File: src/divider_pkg.sv
// Summary of operation
// - One output period completes for every selected-modulus input clock cycles.
// - Even modulus gives equal high and low halves of modulus/2 cycles each.
// - Odd modulus holds one level an extra cycle; modulus 11 gives 6 high, 5 low.
// - Modulus-extend input switches dual mode between base and base plus one.
// - Semi-fixed mode selects among 32, 64 and 128, not one apart.
// - Four-ratio mode selects 128, 144, 256 or 272.
// - Output changes only on input clock edges, once per half-modulus cycles.
// - Optional fixed divide-by-two configuration.
// - Extended 64/65 mode stretches low half to 33, high stays 32.
package divider_pkg;

  // ------------------------------------------------------------
  // Sizes and defaults
  // ------------------------------------------------------------
  localparam int unsigned DEF_CNT_W = 9;
  localparam int unsigned DEF_BASE_DIVISOR = 64;
  localparam logic START_LEVEL = 1'b1;

  // ------------------------------------------------------------
  // Modulus tables
  // ------------------------------------------------------------
  localparam int unsigned SEMI_MOD_0 = 32;
  localparam int unsigned SEMI_MOD_1 = 64;
  localparam int unsigned SEMI_MOD_2 = 128;
  localparam int unsigned QUAD_MOD_0 = 128;
  localparam int unsigned QUAD_MOD_1 = 144;
  localparam int unsigned QUAD_MOD_2 = 256;
  localparam int unsigned QUAD_MOD_3 = 272;
  localparam int unsigned FIX2_MOD = 2;
  localparam int unsigned MAX_MOD = 272;

  // ------------------------------------------------------------
  // Mode pin codes and internal one-hot modes
  // ------------------------------------------------------------
  localparam logic [1:0] MODE_CODE_DUAL = 2'h0;
  localparam logic [1:0] MODE_CODE_SEMI = 2'h1;
  localparam logic [1:0] MODE_CODE_QUAD = 2'h2;
  localparam logic [1:0] MODE_CODE_FIX2 = 2'h3;

  localparam logic [1:0] RATIO_0 = 2'h0;
  localparam logic [1:0] RATIO_1 = 2'h1;
  localparam logic [1:0] RATIO_2 = 2'h2;
  localparam logic [1:0] RATIO_3 = 2'h3;

  typedef enum logic [3:0] {
    MODE_DUAL = 4'h1,
    MODE_SEMI = 4'h2,
    MODE_QUAD = 4'h4,
    MODE_FIX2 = 4'h8
  } mode_type;

endpackage

File: src/div_ctrl_if.sv
`timescale 1ns/1ps
// Load and terminal-count handshake between the sequencer and its counter
interface div_ctrl_if #(parameter int unsigned CNT_W = 9);
  logic load;
  logic [CNT_W-1:0] load_val;
  logic at_zero;
  modport ctrl (output load, output load_val, input at_zero);
  modport cnt (input load, input load_val, output at_zero);
endinterface

File: src/half_counter.sv
`timescale 1ns/1ps
module half_counter #(
  parameter int unsigned CNT_W = 9,
  parameter logic [CNT_W-1:0] RST_VAL = '0
) (
  input wire logic sys_clk,
  input wire logic arst_n,
  div_ctrl_if.cnt ctl
);

  logic [CNT_W-1:0] cnt_q;
  logic [CNT_W-1:0] cnt_d;

  // ------------------------------------------------------------
  // Down counter for one half period
  // ------------------------------------------------------------
  // Load wins; otherwise count down and park at zero
  always_comb begin
    cnt_d = cnt_q;
    if (ctl.load) begin
      cnt_d = ctl.load_val;
    end else if (cnt_q != '0) begin
      cnt_d = cnt_q - {{(CNT_W-1){1'b0}}, 1'b1};
    end
  end

  always_ff @(posedge sys_clk or negedge arst_n) begin
    if (!arst_n) begin
      cnt_q <= RST_VAL;
    end else begin
      cnt_q <= cnt_d;
    end
  end

  // Terminal count; the sequencer always reloads here
  assign ctl.at_zero = (cnt_q == '0);

endmodule // half_counter

File: src/dual_modulus_frequency_divider.sv
`timescale 1ns/1ps
module dual_modulus_frequency_divider #(
  parameter int unsigned CNT_W = divider_pkg::DEF_CNT_W,
  parameter int unsigned BASE_DIVISOR = divider_pkg::DEF_BASE_DIVISOR
) (
  input wire logic sys_clk,
  input wire logic arst_n,
  input wire logic sync_clr,
  input wire logic [1:0] mode_code,
  input wire logic [1:0] ratio_sel,
  input wire logic modulus_ext,
  output logic div_out,
  output logic period_end,
  output logic [CNT_W-1:0] active_modulus
);

  // ------------------------------------------------------------
  // Elaboration checks
  // ------------------------------------------------------------
  // Base plus one and the largest table entry must fit the counter
  generate
    if (BASE_DIVISOR < 2 || (BASE_DIVISOR + 1) >= (2 ** CNT_W) ||
        divider_pkg::MAX_MOD >= (2 ** CNT_W)) begin : g_bad_param
      $error("dual_modulus_frequency_divider: CNT_W too small or BASE_DIVISOR below 2");
    end
  endgenerate

  localparam logic [CNT_W-1:0] ONE = {{(CNT_W-1){1'b0}}, 1'b1};
  localparam logic [CNT_W-1:0] BASE_W = CNT_W'(BASE_DIVISOR);
  localparam logic [CNT_W-1:0] RST_HI = CNT_W'((BASE_DIVISOR + 1) / 2);
  localparam logic [CNT_W-1:0] RST_LO = CNT_W'(BASE_DIVISOR - (BASE_DIVISOR + 1) / 2);

  // ------------------------------------------------------------
  // Modulus selection
  // ------------------------------------------------------------
  divider_pkg::mode_type mode;
  logic [CNT_W-1:0] base_m;
  logic ext;
  logic [CNT_W:0] round_up;
  logic [CNT_W-1:0] hi_new;
  logic [CNT_W-1:0] lo_new;

  // Pin code to one-hot mode
  always_comb begin
    unique case (mode_code)
      divider_pkg::MODE_CODE_DUAL: mode = divider_pkg::MODE_DUAL;
      divider_pkg::MODE_CODE_SEMI: mode = divider_pkg::MODE_SEMI;
      divider_pkg::MODE_CODE_QUAD: mode = divider_pkg::MODE_QUAD;
      divider_pkg::MODE_CODE_FIX2: mode = divider_pkg::MODE_FIX2;
    endcase
  end

  // Unextended modulus and extension bit for each mode
  always_comb begin
    base_m = BASE_W;
    ext = 1'b0;
    unique case (mode)
      divider_pkg::MODE_DUAL: begin
        base_m = BASE_W;
        ext = modulus_ext;
      end
      divider_pkg::MODE_SEMI: begin
        // Semi-fixed set; the spare code falls back to the base divisor
        unique case (ratio_sel)
          divider_pkg::RATIO_0: base_m = CNT_W'(divider_pkg::SEMI_MOD_0);
          divider_pkg::RATIO_1: base_m = CNT_W'(divider_pkg::SEMI_MOD_1);
          divider_pkg::RATIO_2: base_m = CNT_W'(divider_pkg::SEMI_MOD_2);
          divider_pkg::RATIO_3: base_m = BASE_W;
        endcase
      end
      divider_pkg::MODE_QUAD: begin
        unique case (ratio_sel)
          divider_pkg::RATIO_0: base_m = CNT_W'(divider_pkg::QUAD_MOD_0);
          divider_pkg::RATIO_1: base_m = CNT_W'(divider_pkg::QUAD_MOD_1);
          divider_pkg::RATIO_2: base_m = CNT_W'(divider_pkg::QUAD_MOD_2);
          divider_pkg::RATIO_3: base_m = CNT_W'(divider_pkg::QUAD_MOD_3);
        endcase
      end
      divider_pkg::MODE_FIX2: begin
        base_m = CNT_W'(divider_pkg::FIX2_MOD);
      end
    endcase
  end

  // High half is the rounded-up half of the unextended modulus, so an odd
  // modulus puts its extra cycle high, while the extension cycle always
  // lands in the low half
  always_comb begin
    round_up = {1'b0, base_m} + {{CNT_W{1'b0}}, 1'b1};
    hi_new = round_up[CNT_W:1];
    lo_new = base_m + {{(CNT_W-1){1'b0}}, ext} - hi_new;
  end

  // ------------------------------------------------------------
  // Half-period counter
  // ------------------------------------------------------------
  div_ctrl_if #(.CNT_W(CNT_W)) ctl_if ();

  half_counter #(
    .CNT_W(CNT_W),
    .RST_VAL(RST_HI - ONE)
  ) u_half_counter (
    .sys_clk(sys_clk),
    .arst_n(arst_n),
    .ctl(ctl_if.cnt)
  );

  // ------------------------------------------------------------
  // Output sequencer
  // ------------------------------------------------------------
  logic level_q;
  logic level_d;
  logic [CNT_W-1:0] lo_len_q;
  logic [CNT_W-1:0] lo_len_d;
  logic done_q;
  logic done_d;
  logic [CNT_W-1:0] mod_q;
  logic [CNT_W-1:0] mod_d;

  // Lengths are taken only at the low-to-high boundary or on a clear; the low length is
  // held so a mid-period change of the inputs cannot shorten the period
  always_comb begin
    level_d = level_q;
    lo_len_d = lo_len_q;
    done_d = 1'b0;
    mod_d = mod_q;
    ctl_if.load = 1'b0;
    ctl_if.load_val = hi_new - ONE;
    if (sync_clr) begin
      level_d = divider_pkg::START_LEVEL;
      ctl_if.load = 1'b1;
      lo_len_d = lo_new;
      mod_d = hi_new + lo_new;
    end else if (ctl_if.at_zero) begin
      ctl_if.load = 1'b1;
      if (level_q) begin
        level_d = 1'b0;
        ctl_if.load_val = lo_len_q - ONE;
      end else begin
        level_d = 1'b1;
        lo_len_d = lo_new;
        mod_d = hi_new + lo_new;
        done_d = 1'b1;
      end
    end
  end

  always_ff @(posedge sys_clk or negedge arst_n) begin
    if (!arst_n) begin
      level_q <= divider_pkg::START_LEVEL;
      lo_len_q <= RST_LO;
      done_q <= 1'b0;
      mod_q <= BASE_W;
    end else begin
      level_q <= level_d;
      lo_len_q <= lo_len_d;
      done_q <= done_d;
      mod_q <= mod_d;
    end
  end

  // Every output is a flip-flop so the divided clock is glitch free
  assign div_out = level_q;
  assign period_end = done_q;
  assign active_modulus = mod_q;

endmodule // dual_modulus_frequency_divider

File: config.mk
export PLATFORM = sky130hd
export DESIGN_NAME = dual_modulus_frequency_divider
export DESIGN_NICKNAME = d
export VERILOG_FILES = /design/src/divider_pkg.sv /design/src/div_ctrl_if.sv /design/src/half_counter.sv /design/src/dual_modulus_frequency_divider.sv
export SDC_FILE = /design/constraint.sdc
export NUM_CORES = 1
export LEC_CHECK = 0
export BUFFER_PORTS_ARGS = -buffer_cell sky130_fd_sc_hd__buf_2
export CAP_MARGIN = 20
export CORE_UTILIZATION = 25
export DETAILED_ROUTE_END_ITERATION = 8
export HOLD_SLACK_MARGIN = 0.08
export SYNTH_ARGS = -nofsm -noshare
export SYNTH_HDL_FRONTEND = slang
export SYNTH_SLANG_ARGS = --single-unit
File: constraint.sdc
create_clock -name sys_clk -period 5.89 [get_ports sys_clk]
set_clock_uncertainty 0.1 [all_clocks]
set_input_delay 1.4725 -clock sys_clk [delete_from_list [all_inputs] [get_ports sys_clk]]
set_output_delay 1.4725 -clock sys_clk [all_outputs]
set_load 0.01 [all_outputs]
## Word-level counts from Yosys, hierarchy flattened

Cells that the tools add are included.
W data, S select, Z words.

| word-level totals | value |
|---|---|
| register bits after elaboration | 29 |
| word-level logic and storage cells | 54 |

| operators by class | value |
|---|---|
| add/sub/neg operators | 7 |
| equal/unequal tests | 11 |
| reduce and logical (&&, ||, !) cells | 8 |
| muxes and demuxes | 23 |

Operators with widths:

| operator | count |
|---|---|
| $mux W9 | 11 |
| $pmux W9 S4 | 2 |
| $pmux W9 S3 | 1 |
| $sub A9 B1 Y9 const B | 3 |
| $pmux W4 S4 | 1 |
| $add A9 B1 Y10 const B | 1 |
| $add A9 B1 Y9 | 1 |
| $add A9 B9 Y9 | 1 |
| $logic_not A9 Y1 | 1 |
| $reduce_bool A9 Y1 | 1 |
| $sub A9 B9 Y9 | 1 |
| $eq A2 B2 Y1 const B | 4 |
| $mux W1 | 8 |
| $eq A2 B1 Y1 const B | 2 |
| $eq A4 B1 Y1 const B | 1 |
| $eq A4 B2 Y1 const B | 1 |
| $eq A4 B3 Y1 const B | 1 |
| $eq A4 B4 Y1 const B | 1 |
| $logic_not A2 Y1 | 2 |
| $reduce_bool A2 Y1 | 2 |
| $ne A2 B2 Y1 const B | 1 |
| $reduce_and A2 Y1 | 1 |
| $reduce_or A2 Y1 | 1 |

## Logic depth before layout (Yosys ltp)

Gate-level depths: netlist of run 1.

| logic depth | value |
|---|---|
| depth in word-level cells | 10 |
| depth in mapped cells | 15 |
| gate-level depth less buffers | 14 |

## Cells and area by module

From an unflattened synthesis of run 1, not the netlist that was laid out.

| unflattened totals | value |
|---|---|
| cell total of the unflattened synthesis | 231 |
| area total of the unflattened synthesis | 2080.7 um2 |

Modules (own cells, without submodules):

| module | cells an instance | area an instance (um2) | instances | sequential area each (um2) |
|---|---|---|---|---|
| dual_modulus_frequency_divider | 174 | 1540.2 | 1 | 504.2 |
| half_counter | 57 | 540.5 | 1 | 231.5 |

## Worst setup path before layout of run 1

OpenSTA, ideal clock, no wires.

| path | value |
|---|---|
| path kind | in2reg |
| start | input mode_code[0] |
| end | register mod_q[8] (netlist: active_modulus[8]) |
| required time | 5.668 ns |
| stages on the path | 14 |
| data arrival time | 4.178 ns |
| setup time | 0.122 ns |
| setup slack | 1.490 ns |
| path through | nor2b_1 > nor3b_1 > inv_1 > ha_1 > nand2b_1 > nand2b_1 > nor2_1 > xnor2_1 > ha_1 > nand2_1 > a211oi_1 > a2111oi_0 > xor2_1 > a21oi_2 |

| between the ends | value |
|---|---|
| word-level cells in the longest chain between the ends | 10 |
| elaborated cells on any way between the ends | 18 |
| those cells by class | add/sub (4); eq/ne (7); mux (6); reduce/logical (1) |

RTL lines:

| element | RTL line | text |
|---|---|---|
| from (decl) | dual_modulus_frequency_divider.sv:9 | `input wire logic [1:0] mode_code,` |
| $eq A2 B2 Y1, or another cell as far along | dual_modulus_frequency_divider.sv:45 | `unique case (mode_code)` |
| $pmux W4 S4 * | dual_modulus_frequency_divider.sv:45 |  |
| $eq A4 B4 Y1, or another cell as far along | dual_modulus_frequency_divider.sv:57 | `unique case (mode)` |
| $pmux W9 S4 / $mux W1 (equally long branches) | dual_modulus_frequency_divider.sv:57 |  |
| $add A9 B1 Y9 / $add A9 B1 Y10 (equally long branches) | dual_modulus_frequency_divider.sv:91, dual_modulus_frequency_divider.sv:89 |  |
| $sub A9 B9 Y9 | dual_modulus_frequency_divider.sv:91 | `lo_new = base_m + {{(CNT_W-1){1'b0}}, ext} - hi_new;` |
| $add A9 B9 Y9 * | dual_modulus_frequency_divider.sv:133, dual_modulus_frequency_divider.sv:142 |  |
| $mux W9 | dual_modulus_frequency_divider.sv:136 | `if (level_q) begin` |
| $mux W9 | dual_modulus_frequency_divider.sv:134 | `end else if (ctl_if.at_zero) begin` |
| $mux W9 * | dual_modulus_frequency_divider.sv:129 | `if (sync_clr) begin` |
| to (signal assigned) | dual_modulus_frequency_divider.sv:158 | `mod_q <= mod_d;` |
| to (decl) | dual_modulus_frequency_divider.sv:117 | `logic [CNT_W-1:0] mod_q;` |

Every way passes the cells marked *; elsewhere a longest branch is shown, timed or not. The select of a mux whose other input is x is not followed.
A chain may end at the register's enable or synchronous reset.

## Worst setup path in the final report of run 1

Ends and elaborated chain as after synthesis.

==> results of run 1 <==
-- sequential cells by signal, summed over array words and instances (netlist names) --
register / flops
period_end: 1
active_modulus: 8
u_half_counter.cnt_q: 9
div_out: 1
lo_len_q: 9
-- cells by family (layout without fill, tap and decap cells) --
family	Yosys count	in the layout	synth area share, %
AOI/OAI and AO/OA	52	52	15.7
xor gates and xnor gates	24	24	10.3
adders and majority gates	20	20	12.1
buffers and inverters	23	37	5.50
DFF	28	28	34.7
muxes	7	7	3.79
other	1	2	0.183
and+or+nand+nor	71	71	17.7
-- final cells by class --
| cell class | instances | share of cell area, % |
|---|---|---|
| inverter | 14 | 2.33 |
| multi-input combinational | 176 | 54.3 |
| clock buffer | 4 | 1.99 |
| sequential | 28 | 31.5 |
| tap | 102 | 5.65 |
| timing repair buffer | 19 | 4.32 |
-- cell usage in the layout (no fill, tap or decap), drive strengths merged, types with 5 or more instances in the layout --
| master | instances |
|---|---|
| nor2 | 19 |
| nand2 | 21 |
| xor2 | 8 |
| xnor2 | 16 |
| nor3 | 5 |
| o22ai | 5 |
| dfrtp | 20 |
| dfstp | 8 |
| mux2 | 6 |
| a21oi | 16 |
| o21ai | 14 |
| inv | 14 |
| buf | 19 |
| ha | 19 |
-- per-stage QoR --
stage | util, % | setup WS [ps] | cell area, sq um
6_report | 28.9 | 1100 | 2260
5_1_grt | 28.9 | 752 | 2260
4_1_cts | 28.8 | 1080 | 2250
3_5_place_dp | 28.3 | 788 | 2210
3_3_place_gp | 28.3 | 975 | 2210
2_1_floorplan | - | 1490 | 2050
-- power groups by stage --
stage	logic [W]	clock network (W)	registers [W]
2_1_floorplan	0.000117	0	0.000253
3_3_place_gp	0.000163	0	0.000251
3_5_place_dp	0.000166	0	0.000252
4_1_cts	0.000167	0.000111	0.000248
5_1_grt	0.000185	0.000120	0.000252
6_report	0.000165	0.000111	0.000248
-- final timing paths --
kind,from,end,slack [ps],cells after the start
setup / recovery,mode_code[0],active_modulus[8],1100,15
hold / removal,active_modulus[4],active_modulus[4],380,2
setup reg to reg,u_half_counter.cnt_q[0],lo_len_q[3],2960,7
hold reg to reg,active_modulus[4],active_modulus[4],380,2
max in group asynchronous,arst_n,lo_len_q[3],4180,1
min in group asynchronous,arst_n,u_half_counter.cnt_q[5],1090,1
-- worst min-delay path, cell delays in order (launching register included) --
cell     delay (ps)
dfrtp_1         350
nand2_1          50
o21ai_0          60
-- layer usage --
layer  global-route usage (%)  part of all wire (%)  vias up
li1                         -                     -      812
met1                     14.4                    51      736
met2                     18.6                    46       17
met3                     1.23                   2.0        5
met4                     2.34                  0.81        0
met5                        0                     0        -
==> flow_metrics.py, run 1 <==
metrics = {
    "run_status": {
        "status": "complete, no violations",
    },
    "synth": {
        "syn-cell-area_sq_um": 2050,
        "synth_top_area_cell": "dfrtp_1",
        "synth_most_common_cell": "nand2_1",
        "yosysTopAreaCellShare_pct": 24.5,
        "synth-warning-count": 0,
        "synth_area_per_cell_sq_um": 9.05,
        "yosysSeqAreaShare_pct": 34.7,
        "synth_async_sr_flop_share_pct": 100,
        "synth_edf_count": 0,
        "synth_top_flop_cell": "dfrtp_1",
        "synth.area.top_cells": "dfrtp_1, ha_1, dfstp_2, xnor2_1, nand2_1",
        "syn_inst": 226,
        "yosys-top-cells-count": "nand2_1, dfrtp_1, ha_1, nor2_1, xnor2_1",
        "ys_seq_elements": 28,
        "synth_cell_types": 46,
    },
    "worst_setup_path": {
        "crit_chain": "buf_2 -> nor2b_1 -> nor3b_1 -> inv_1 -> ha_1 -> nand2b_1 -> nand2b_1 -> nor2_1 -> xnor2_1 -> ha_1 -> nand2_1 -> a211oi_1 -> a2111oi_0 -> xor2_1 -> a21oi_2",
        "path_class": "input pin to register",
        "crit_family": "simple AND/OR/NAND/NOR gates",
        "worst_path_max_delay_cell": "nor3b_1",
        "end_kind": "register",
        "worstSetupStartpointType": "input pin",
        "cp.required_ps": 5950,
        "worstPathArrival_ps": 4850,
        "path_max_fanout": 11,
        "path_buf_inv": 2,
        "cp_slowest_stage_delay_ps": 600,
    },
    "placed_design": {
        "hpwlAfterDp_mm": 3.48,
        "io_buffers": 18,
        "gp_congestion": 0.832,
        "dp_cells": 338,
    },
    "die": {
        "fp.dieW_um": 92.5,
        "die_area_sq_um": 8550,
        "core.rowCount": 32,
        "die_h_um": 92.5,
        "initial_core_util_pct": 26.2,
        "core-area_sq_um": 7810,
        "io_pins": 19,
    },
    "cts": {
        "clock_sinks": 28,
        "root_buffer": "clkbuf_8",
        "clk_pin_slew_ps": 110,
        "cts_tree": "yes",
        "htree_levels": 1,
        "cts_made_buffers": 3,
        "cts_resized": 0,
        "worst_skew_pair.late_latency_ps": 290,
        "clockBufferDepth": 2,
        "post_cts_buffers": 0,
        "holdBufCountCts": 0,
    },
    "sta": {
        "setup_violations": 0,
        "fin_hold_ws_ps": 380,
        "tns_ps": 0,
        "fmax_mhz": 209,
        "final_hold_viol_count": 0,
        "fin_crit_ps": 4790,
        "rsz0062_at_grt": "false",
        "maxSlewHeadroom_pct": 37.4,
        "worst_pin_slew_ps": 930,
        "fin_crit_sh_pct": 81.4,
        "drv_slew": 0,
    },
    "route": {
        "ant_nets": 0,
        "drtPass1Iterations": 6,
        "drt_iter0_drc": 83,
        "via_per_inst": 4.58,
        "drc": 0,
        "drt-total-wl_mm": 4.44,
        "vias": 1570,
        "wl_per_cell_um": 12.9,
    },
    "layout": {
        "syn2layout_area_growth_pct": 10.5,
        "nets": 269,
        "instances_no_fill": 343,
        "seqCellArea_sq_um": 711,
        "multi_input_area_sq_um": 1230,
        "n_fill_cell": 838,
        "antenna_cells": 0,
        "drive_above_1_share_pct": 18.3,
    },
    "grt": {
        "grt_pass1_wl_mm": 7.26,
        "grt_overflow": 0,
        "antenna_found_initial": 0,
        "grt_max_degree": 29,
        "grt_pass1_vias": 1521,
        "track_usage_pct": 10.8,
    },
    "min_path": {
        "worstHoldPathType": "register to register",
    },
    "pwr": {
        "leakage_nw": 0.971,
        "pwr-share-comb_pct": 31.5,
        "power_density_nw_per_um2": 232,
        "total_power_w": 0.000524,
        "p_sw_w": 0.000175,
        "seqPwrFrac_pct": 47.3,
        "intPower_w": 0.000349,
        "p_sw_share_pct": 33.4,
        "clkPwrFrac_pct": 21.2,
        "peakVddDrop_mv": 0.0574,
    },
    "run": {
        "maxCapViolCount": 0,
    },
}
Note: power is estimated with default switching activity, not from simulation.
==> run 2: changes to the inputs <==
==> constraint.sdc (replaced) <==
create_clock -name sys_clk -period 4.73 [get_ports sys_clk]
set_clock_uncertainty 0.1 [all_clocks]
set_input_delay 1.1825 -clock sys_clk [delete_from_list [all_inputs] [get_ports sys_clk]]
set_output_delay 1.1825 -clock sys_clk [all_outputs]
set_load 0.01 [all_outputs]
==> run 2 against run 1 <==
  * Worst setup slack got worse by 470 ps
  * Global-route usage increased by 0.44 points
  * Routed wire length decreased by 2.6%
  * Total power increased by 23%
  * Sequential power increased by 25%
  * First-iteration DRC count decreased by 41%
  * Register-to-register slack got worse by 1100 ps
  * Critical path depth unchanged
  * Clock power increased by 20%
  * Sequential share of layout area decreased by 0.10 points
  * Core utilization increased by 0.096 points
  * Highest routed layer unchanged
==> flow_metrics.py, run 2 (synthesis gave the netlist of run 1 again) <==
metrics = {
    "cts": {
        "clockBufferDepth": 2,
        "holdBufCountCts": 0,
        "cts_tree": "yes",
        "cts_resized": 0,
        "root_buffer": "clkbuf_8",
        "clk_pin_slew_ps": 100,
        "worst_skew_pair.late_latency_ps": 280,
        "htree_levels": 1,
        "clock_sinks": 28,
        "post_cts_buffers": 0,
        "cts_made_buffers": 3,
    },
    "sta": {
        "fmax_mhz": 244,
        "fin_crit_sh_pct": 86.7,
        "tns_ps": 0,
        "setup_ws_ps": 631,
        "final_hold_viol_count": 0,
        "drv_slew": 0,
        "fin_hold_ws_ps": 385,
        "setup_violations": 0,
        "maxSlewHeadroom_pct": 33.9,
        "rsz0062_at_grt": "false",
        "fin_crit_ps": 4100,
        "worst_pin_slew_ps": 982,
    },
    "layout": {
        "syn2layout_area_growth_pct": 10.8,
        "nets": 270,
        "layout_commonest_cell": "nand2_1",
        "fin_area_sq_um": 2270,
        "final_cell_mix": "nand2_1, dfrtp_1, nor2_1, ha_1, buf_2",
        "drive_above_1_share_pct": 18.6,
        "antenna_cells": 0,
    },
    "min_path": {
        "worstHoldPathType": "register to register",
        "holdPathStages": 2,
        "hold_end": "active_modulus[6]",
        "hp-start": "active_modulus[6]",
    },
    "grt": {
        "track_usage_pct": 11.2,
        "grt_pass1_vias": 1532,
        "grt_overflow": 0,
        "grt_pass1_wl_mm": 7.64,
        "grt_max_degree": 29,
        "antenna_found_initial": 0,
    },
    "pwr": {
        "clkPwrFrac_pct": 20.5,
        "leakage_nw": 0.976,
        "power_density_nw_per_um2": 285,
        "intPower_w": 0.000435,
        "p_sw_w": 0.000211,
        "p_sw_share_pct": 32.7,
        "total_power_w": 0.000646,
        "seqPwrFrac_pct": 47.8,
        "peakVddDrop_mv": 0.0886,
        "pwr-share-comb_pct": 31.7,
    },
    "die": {
        "die_h_um": 92.5,
        "core.rowCount": 32,
        "core-area_sq_um": 7810,
        "fp.dieW_um": 92.5,
        "initial_core_util_pct": 26.2,
        "die_area_sq_um": 8550,
        "io_pins": 19,
    },
    "route": {
        "vias": 1559,
        "wl_per_cell_um": 12.6,
        "drt-total-wl_mm": 4.32,
        "drt_iter0_drc": 49,
        "via_per_inst": 4.53,
        "drc": 0,
        "drtPass1Iterations": 4,
        "ant_nets": 0,
    },
    "placed_design": {
        "post-place-ws_ps": 362,
        "hpwlAfterDp_mm": 3.43,
        "place_area_sq_um": 2220,
        "gp_congestion": 0.826,
        "io_buffers": 18,
    },
    "run": {
        "maxCapViolCount": 0,
    },
    "worst_setup_path": {
        "worstPathArrival_ps": 4150,
        "rr_startpoint": "u_half_counter.cnt_q[0]",
        "worstSetupStartpointType": "input pin",
        "cp.required_ps": 4780,
        "crit_chain": "buf_2 -> nor2b_1 -> nor3b_1 -> inv_1 -> ha_1 -> nand2b_1 -> nand2b_1 -> nor2_1 -> xnor2_1 -> ha_1 -> nand2_1 -> a211oi_1 -> a2111oi_0 -> xor2_1 -> a21oi_2",
        "r2r_setup_slack_ps": 1840,
        "path_class": "input pin to register",
        "path_max_fanout": 11,
        "end_kind": "register",
        "worst_path_max_delay_cell": "a2111oi_0",
        "cp_slowest_stage_delay_ps": 450,
        "reg2reg_to": "lo_len_q[3]",
        "reg2reg_depth": 7,
        "crit_family": "simple AND/OR/NAND/NOR gates",
        "path_buf_inv": 2,
    },
    "run_status": {
        "status": "complete, no violations",
    },
}
## run 2: power by group through the flow
stage               combinational (W)  sequential (W)  clock [W]
floorplan                    0.000146        0.000315          0
global placement             0.000203        0.000312          0
detailed placement           0.000206        0.000314          0
CTS                          0.000208        0.000309   0.000138
global route                 0.000234        0.000314   0.000147
finish                       0.000205        0.000309   0.000133
## run 2: through the flow
step | util, % | std cells
6_report | 29.0 | 344
4_1_cts | 29.0 | 344
2_1_floorplan | - | 227
3_5_place_dp | 28.5 | 340
3_3_place_gp | 28.5 | 340
5_1_grt | 29.0 | 344
## run 2: worst max path at each step
| stage | depth (start not counted) | startpoint | endpoint |
|---|---|---|---|
| 5_1_grt | 15 | mode_code[1] | active_modulus[8] |
| 3_3_place_gp | 15 | mode_code[1] | active_modulus[8] |
| 2_1_floorplan | 14 | mode_code[0] | active_modulus[8] |
| 6_report | 15 | mode_code[0] | active_modulus[8] |
| 3_5_place_dp | 15 | mode_code[0] | active_modulus[8] |
| 4_1_cts | 15 | mode_code[0] | active_modulus[8] |
## run 2: cell type report
class	instances	area (sq um)
inverters	14	52.6
flip-flops and latches	28	711
clock buffers	4	45.0
well taps	102	128
multi-input cells	176	1230
repair buffers	20	105
fillers	851	5540
## run 2: worst reg2reg max path: stages (launching register included)
cell and delay [ps]:
dfstp_2 390, inv_1 50, ha_1 200, or4b_4 520, or3_4 410, nor3_2 160
or2_1 560, mux2_2 410
## run 2: metal layers
metal  vias to the layer above  GRT usage (%)  wire length [um]
li1                        811              -                 -
met1                       726           15.6              2180
met2                        20           18.5              2000
met3                         2           1.56               119
met4                         0           2.34                12
met5                         -              0                 0
==> run 3: changes to the inputs <==
==> constraint.sdc (replaced) <==
create_clock -name sys_clk -period 3.78 [get_ports sys_clk]
set_clock_uncertainty 0.1 [all_clocks]
set_input_delay 0.945 -clock sys_clk [delete_from_list [all_inputs] [get_ports sys_clk]]
set_output_delay 0.945 -clock sys_clk [all_outputs]
set_load 0.01 [all_outputs]
==> run 3 against run 2 <==
  * Core utilization grew 2.2 points
  * Total power is 30% higher
  * Via count grew 4.9%
  * Global-route usage about the same
  * Clock-buffer cell count is the same
  * Worst setup slack worse by 400 ps
  * First-iteration DRC count rose by 37%
==> flow_metrics.py, run 3 (synthesis gave the netlist of run 1 again) <==
metrics = {
    "run_status": {
        "status": "complete, no violations",
    },
    "pwr": {
        "p_sw_share_pct": 32.4,
        "leakage_nw": 1.08,
        "intPower_w": 0.000569,
        "clkPwrFrac_pct": 20.5,
        "p_sw_w": 0.000272,
        "peakVddDrop_mv": 0.108,
        "pwr-share-comb_pct": 33.8,
        "power_density_nw_per_um2": 345,
        "seqPwrFrac_pct": 45.7,
    },
    "layout": {
        "n_fill_cell": 835,
        "multi_input_area_sq_um": 1230,
        "antenna_cells": 0,
        "drive_above_1_share_pct": 25.2,
        "seqCellArea_sq_um": 711,
        "fin_area_sq_um": 2440,
        "instances_no_fill": 364,
        "nets": 290,
        "final_cell_mix": "nand2_1, buf_4, dfrtp_1, nor2_1, ha_1",
        "syn2layout_area_growth_pct": 19.1,
    },
    "sta": {
        "rsz0062_at_grt": "false",
        "maxSlewHeadroom_pct": 43.4,
        "setup_ws_ps": 234,
        "drv_slew": 0,
        "fin_crit_sh_pct": 93.8,
        "fin_crit_ps": 3550,
        "setup_violations": 0,
        "fmax_mhz": 282,
        "worst_pin_slew_ps": 842,
        "fin_hold_ws_ps": 380,
        "final_hold_viol_count": 0,
    },
    "worst_setup_path": {
        "path_class": "input pin to register",
        "worstPathArrival_ps": 3620,
        "worstSetupStartpointType": "input pin",
        "end_kind": "register",
        "cp.required_ps": 3850,
        "path_max_fanout": 4,
    },
    "die": {
        "core-area_sq_um": 7810,
        "initial_core_util_pct": 26.2,
        "io_pins": 19,
        "fp.dieW_um": 92.5,
        "die_area_sq_um": 8550,
        "core.rowCount": 32,
        "die_h_um": 92.5,
    },
    "route": {
        "via_per_inst": 4.49,
        "ant_nets": 0,
        "drtPass1Iterations": 4,
        "drc": 0,
        "drt_iter0_drc": 67,
        "vias": 1635,
        "drt-total-wl_mm": 4.35,
        "wl_per_cell_um": 12.0,
    },
    "cts": {
        "htree_levels": 1,
        "holdBufCountCts": 0,
        "cts_tree": "yes",
        "cts_made_buffers": 3,
        "clockBufferDepth": 2,
        "clock_sinks": 28,
        "cts_resized": 0,
        "post_cts_buffers": 0,
        "root_buffer": "clkbuf_8",
        "worst_skew_pair.late_latency_ps": 290,
        "clk_pin_slew_ps": 100,
    },
    "placed_design": {
        "io_buffers": 18,
        "gp_congestion": 0.849,
        "dp_cells": 360,
        "place_area_sq_um": 2390,
        "post-place-ws_ps": -128,
        "hpwlAfterDp_mm": 3.51,
    },
    "min_path": {
        "worstHoldPathType": "register to register",
    },
    "run": {
        "maxCapViolCount": 0,
    },
    "grt": {
        "track_usage_pct": 11.2,
        "antenna_found_initial": 0,
        "grt_overflow": 0,
        "grt_pass1_vias": 1690,
        "grt_max_degree": 29,
        "grt_pass1_wl_mm": 7.72,
    },
}
run 3: changes by cell type in the layout (fill, tap and decap cells not counted):
cell	previous run	this run
buf_4	2	21
a2111oi_1	0	1
nor3b_2	0	1
buf_12	0	1
nor3b_1	2	1
a2111oi_0	1	0
run 3: worst max-delay path, stage by stage:
cell and delay [ps]:
buf_2 110, nor2b_1 200, nor3b_2 210, inv_1 110
ha_1 320, nand2b_1 170, nand2b_1 80, nor2_1 50
xnor2_1 220, ha_1 300, nand2_1 90, a211oi_1 50
a2111oi_1 350, buf_4 170, xor2_1 170, a21oi_2 70
run 3: path summary, 6_finish.rpt:
check,to,slack [ps],cells past startpoint,from
worst max register to register,lo_len_q[4],1100,7,u_half_counter.cnt_q[0]
min in group asynchronous,lo_len_q[2],570,1,arst_n
worst min-delay path,active_modulus[6],380,2,active_modulus[6]
worst min register to register,active_modulus[6],380,2,active_modulus[6]
max in group asynchronous,active_modulus[5],2590,1,arst_n
worst max-delay path,active_modulus[8],230,16,mode_code[0]
run 3: power by group through the flow:
stage	Clock (W)	Sequential [W]	Combinational (W)
CTS	0.000177	0.000386	0.000287
detailed placement	0	0.000392	0.000286
global placement	0	0.000391	0.000281
floorplan	0	0.000394	0.000183
global route	0.000192	0.000393	0.000320
finish	0.000172	0.000384	0.000284
run 3: metal layers:
| metal | GRT usage, % | wire (um) |
|---|---|---|
| met4 | 2.73 | 43 |
| met2 | 19.5 | 2060 |
| met1 | 14.7 | 2150 |
| met5 | 0 | 0 |
| met3 | 1.23 | 96 |
run 3: area by class of cell:
class / count / share of cell area [%]
inverters: 14 / 2.16
well taps: 102 / 5.24
flip-flops and latches: 28 / 29.2
multi-input cells: 176 / 50.6
repair buffers: 40 / 11.0
clock buffers: 4 / 1.85
run 3: stage by stage:
step	TNS [ps]	utilization, %	total power (W)
6_report	0	31.2	0.000841
5_1_grt	0	31.2	0.000904
4_1_cts	0	31.2	0.000850
3_5_place_dp	-128	30.6	0.000677
3_3_place_gp	-16.1	30.6	0.000672
2_1_floorplan	0	-	0.000577
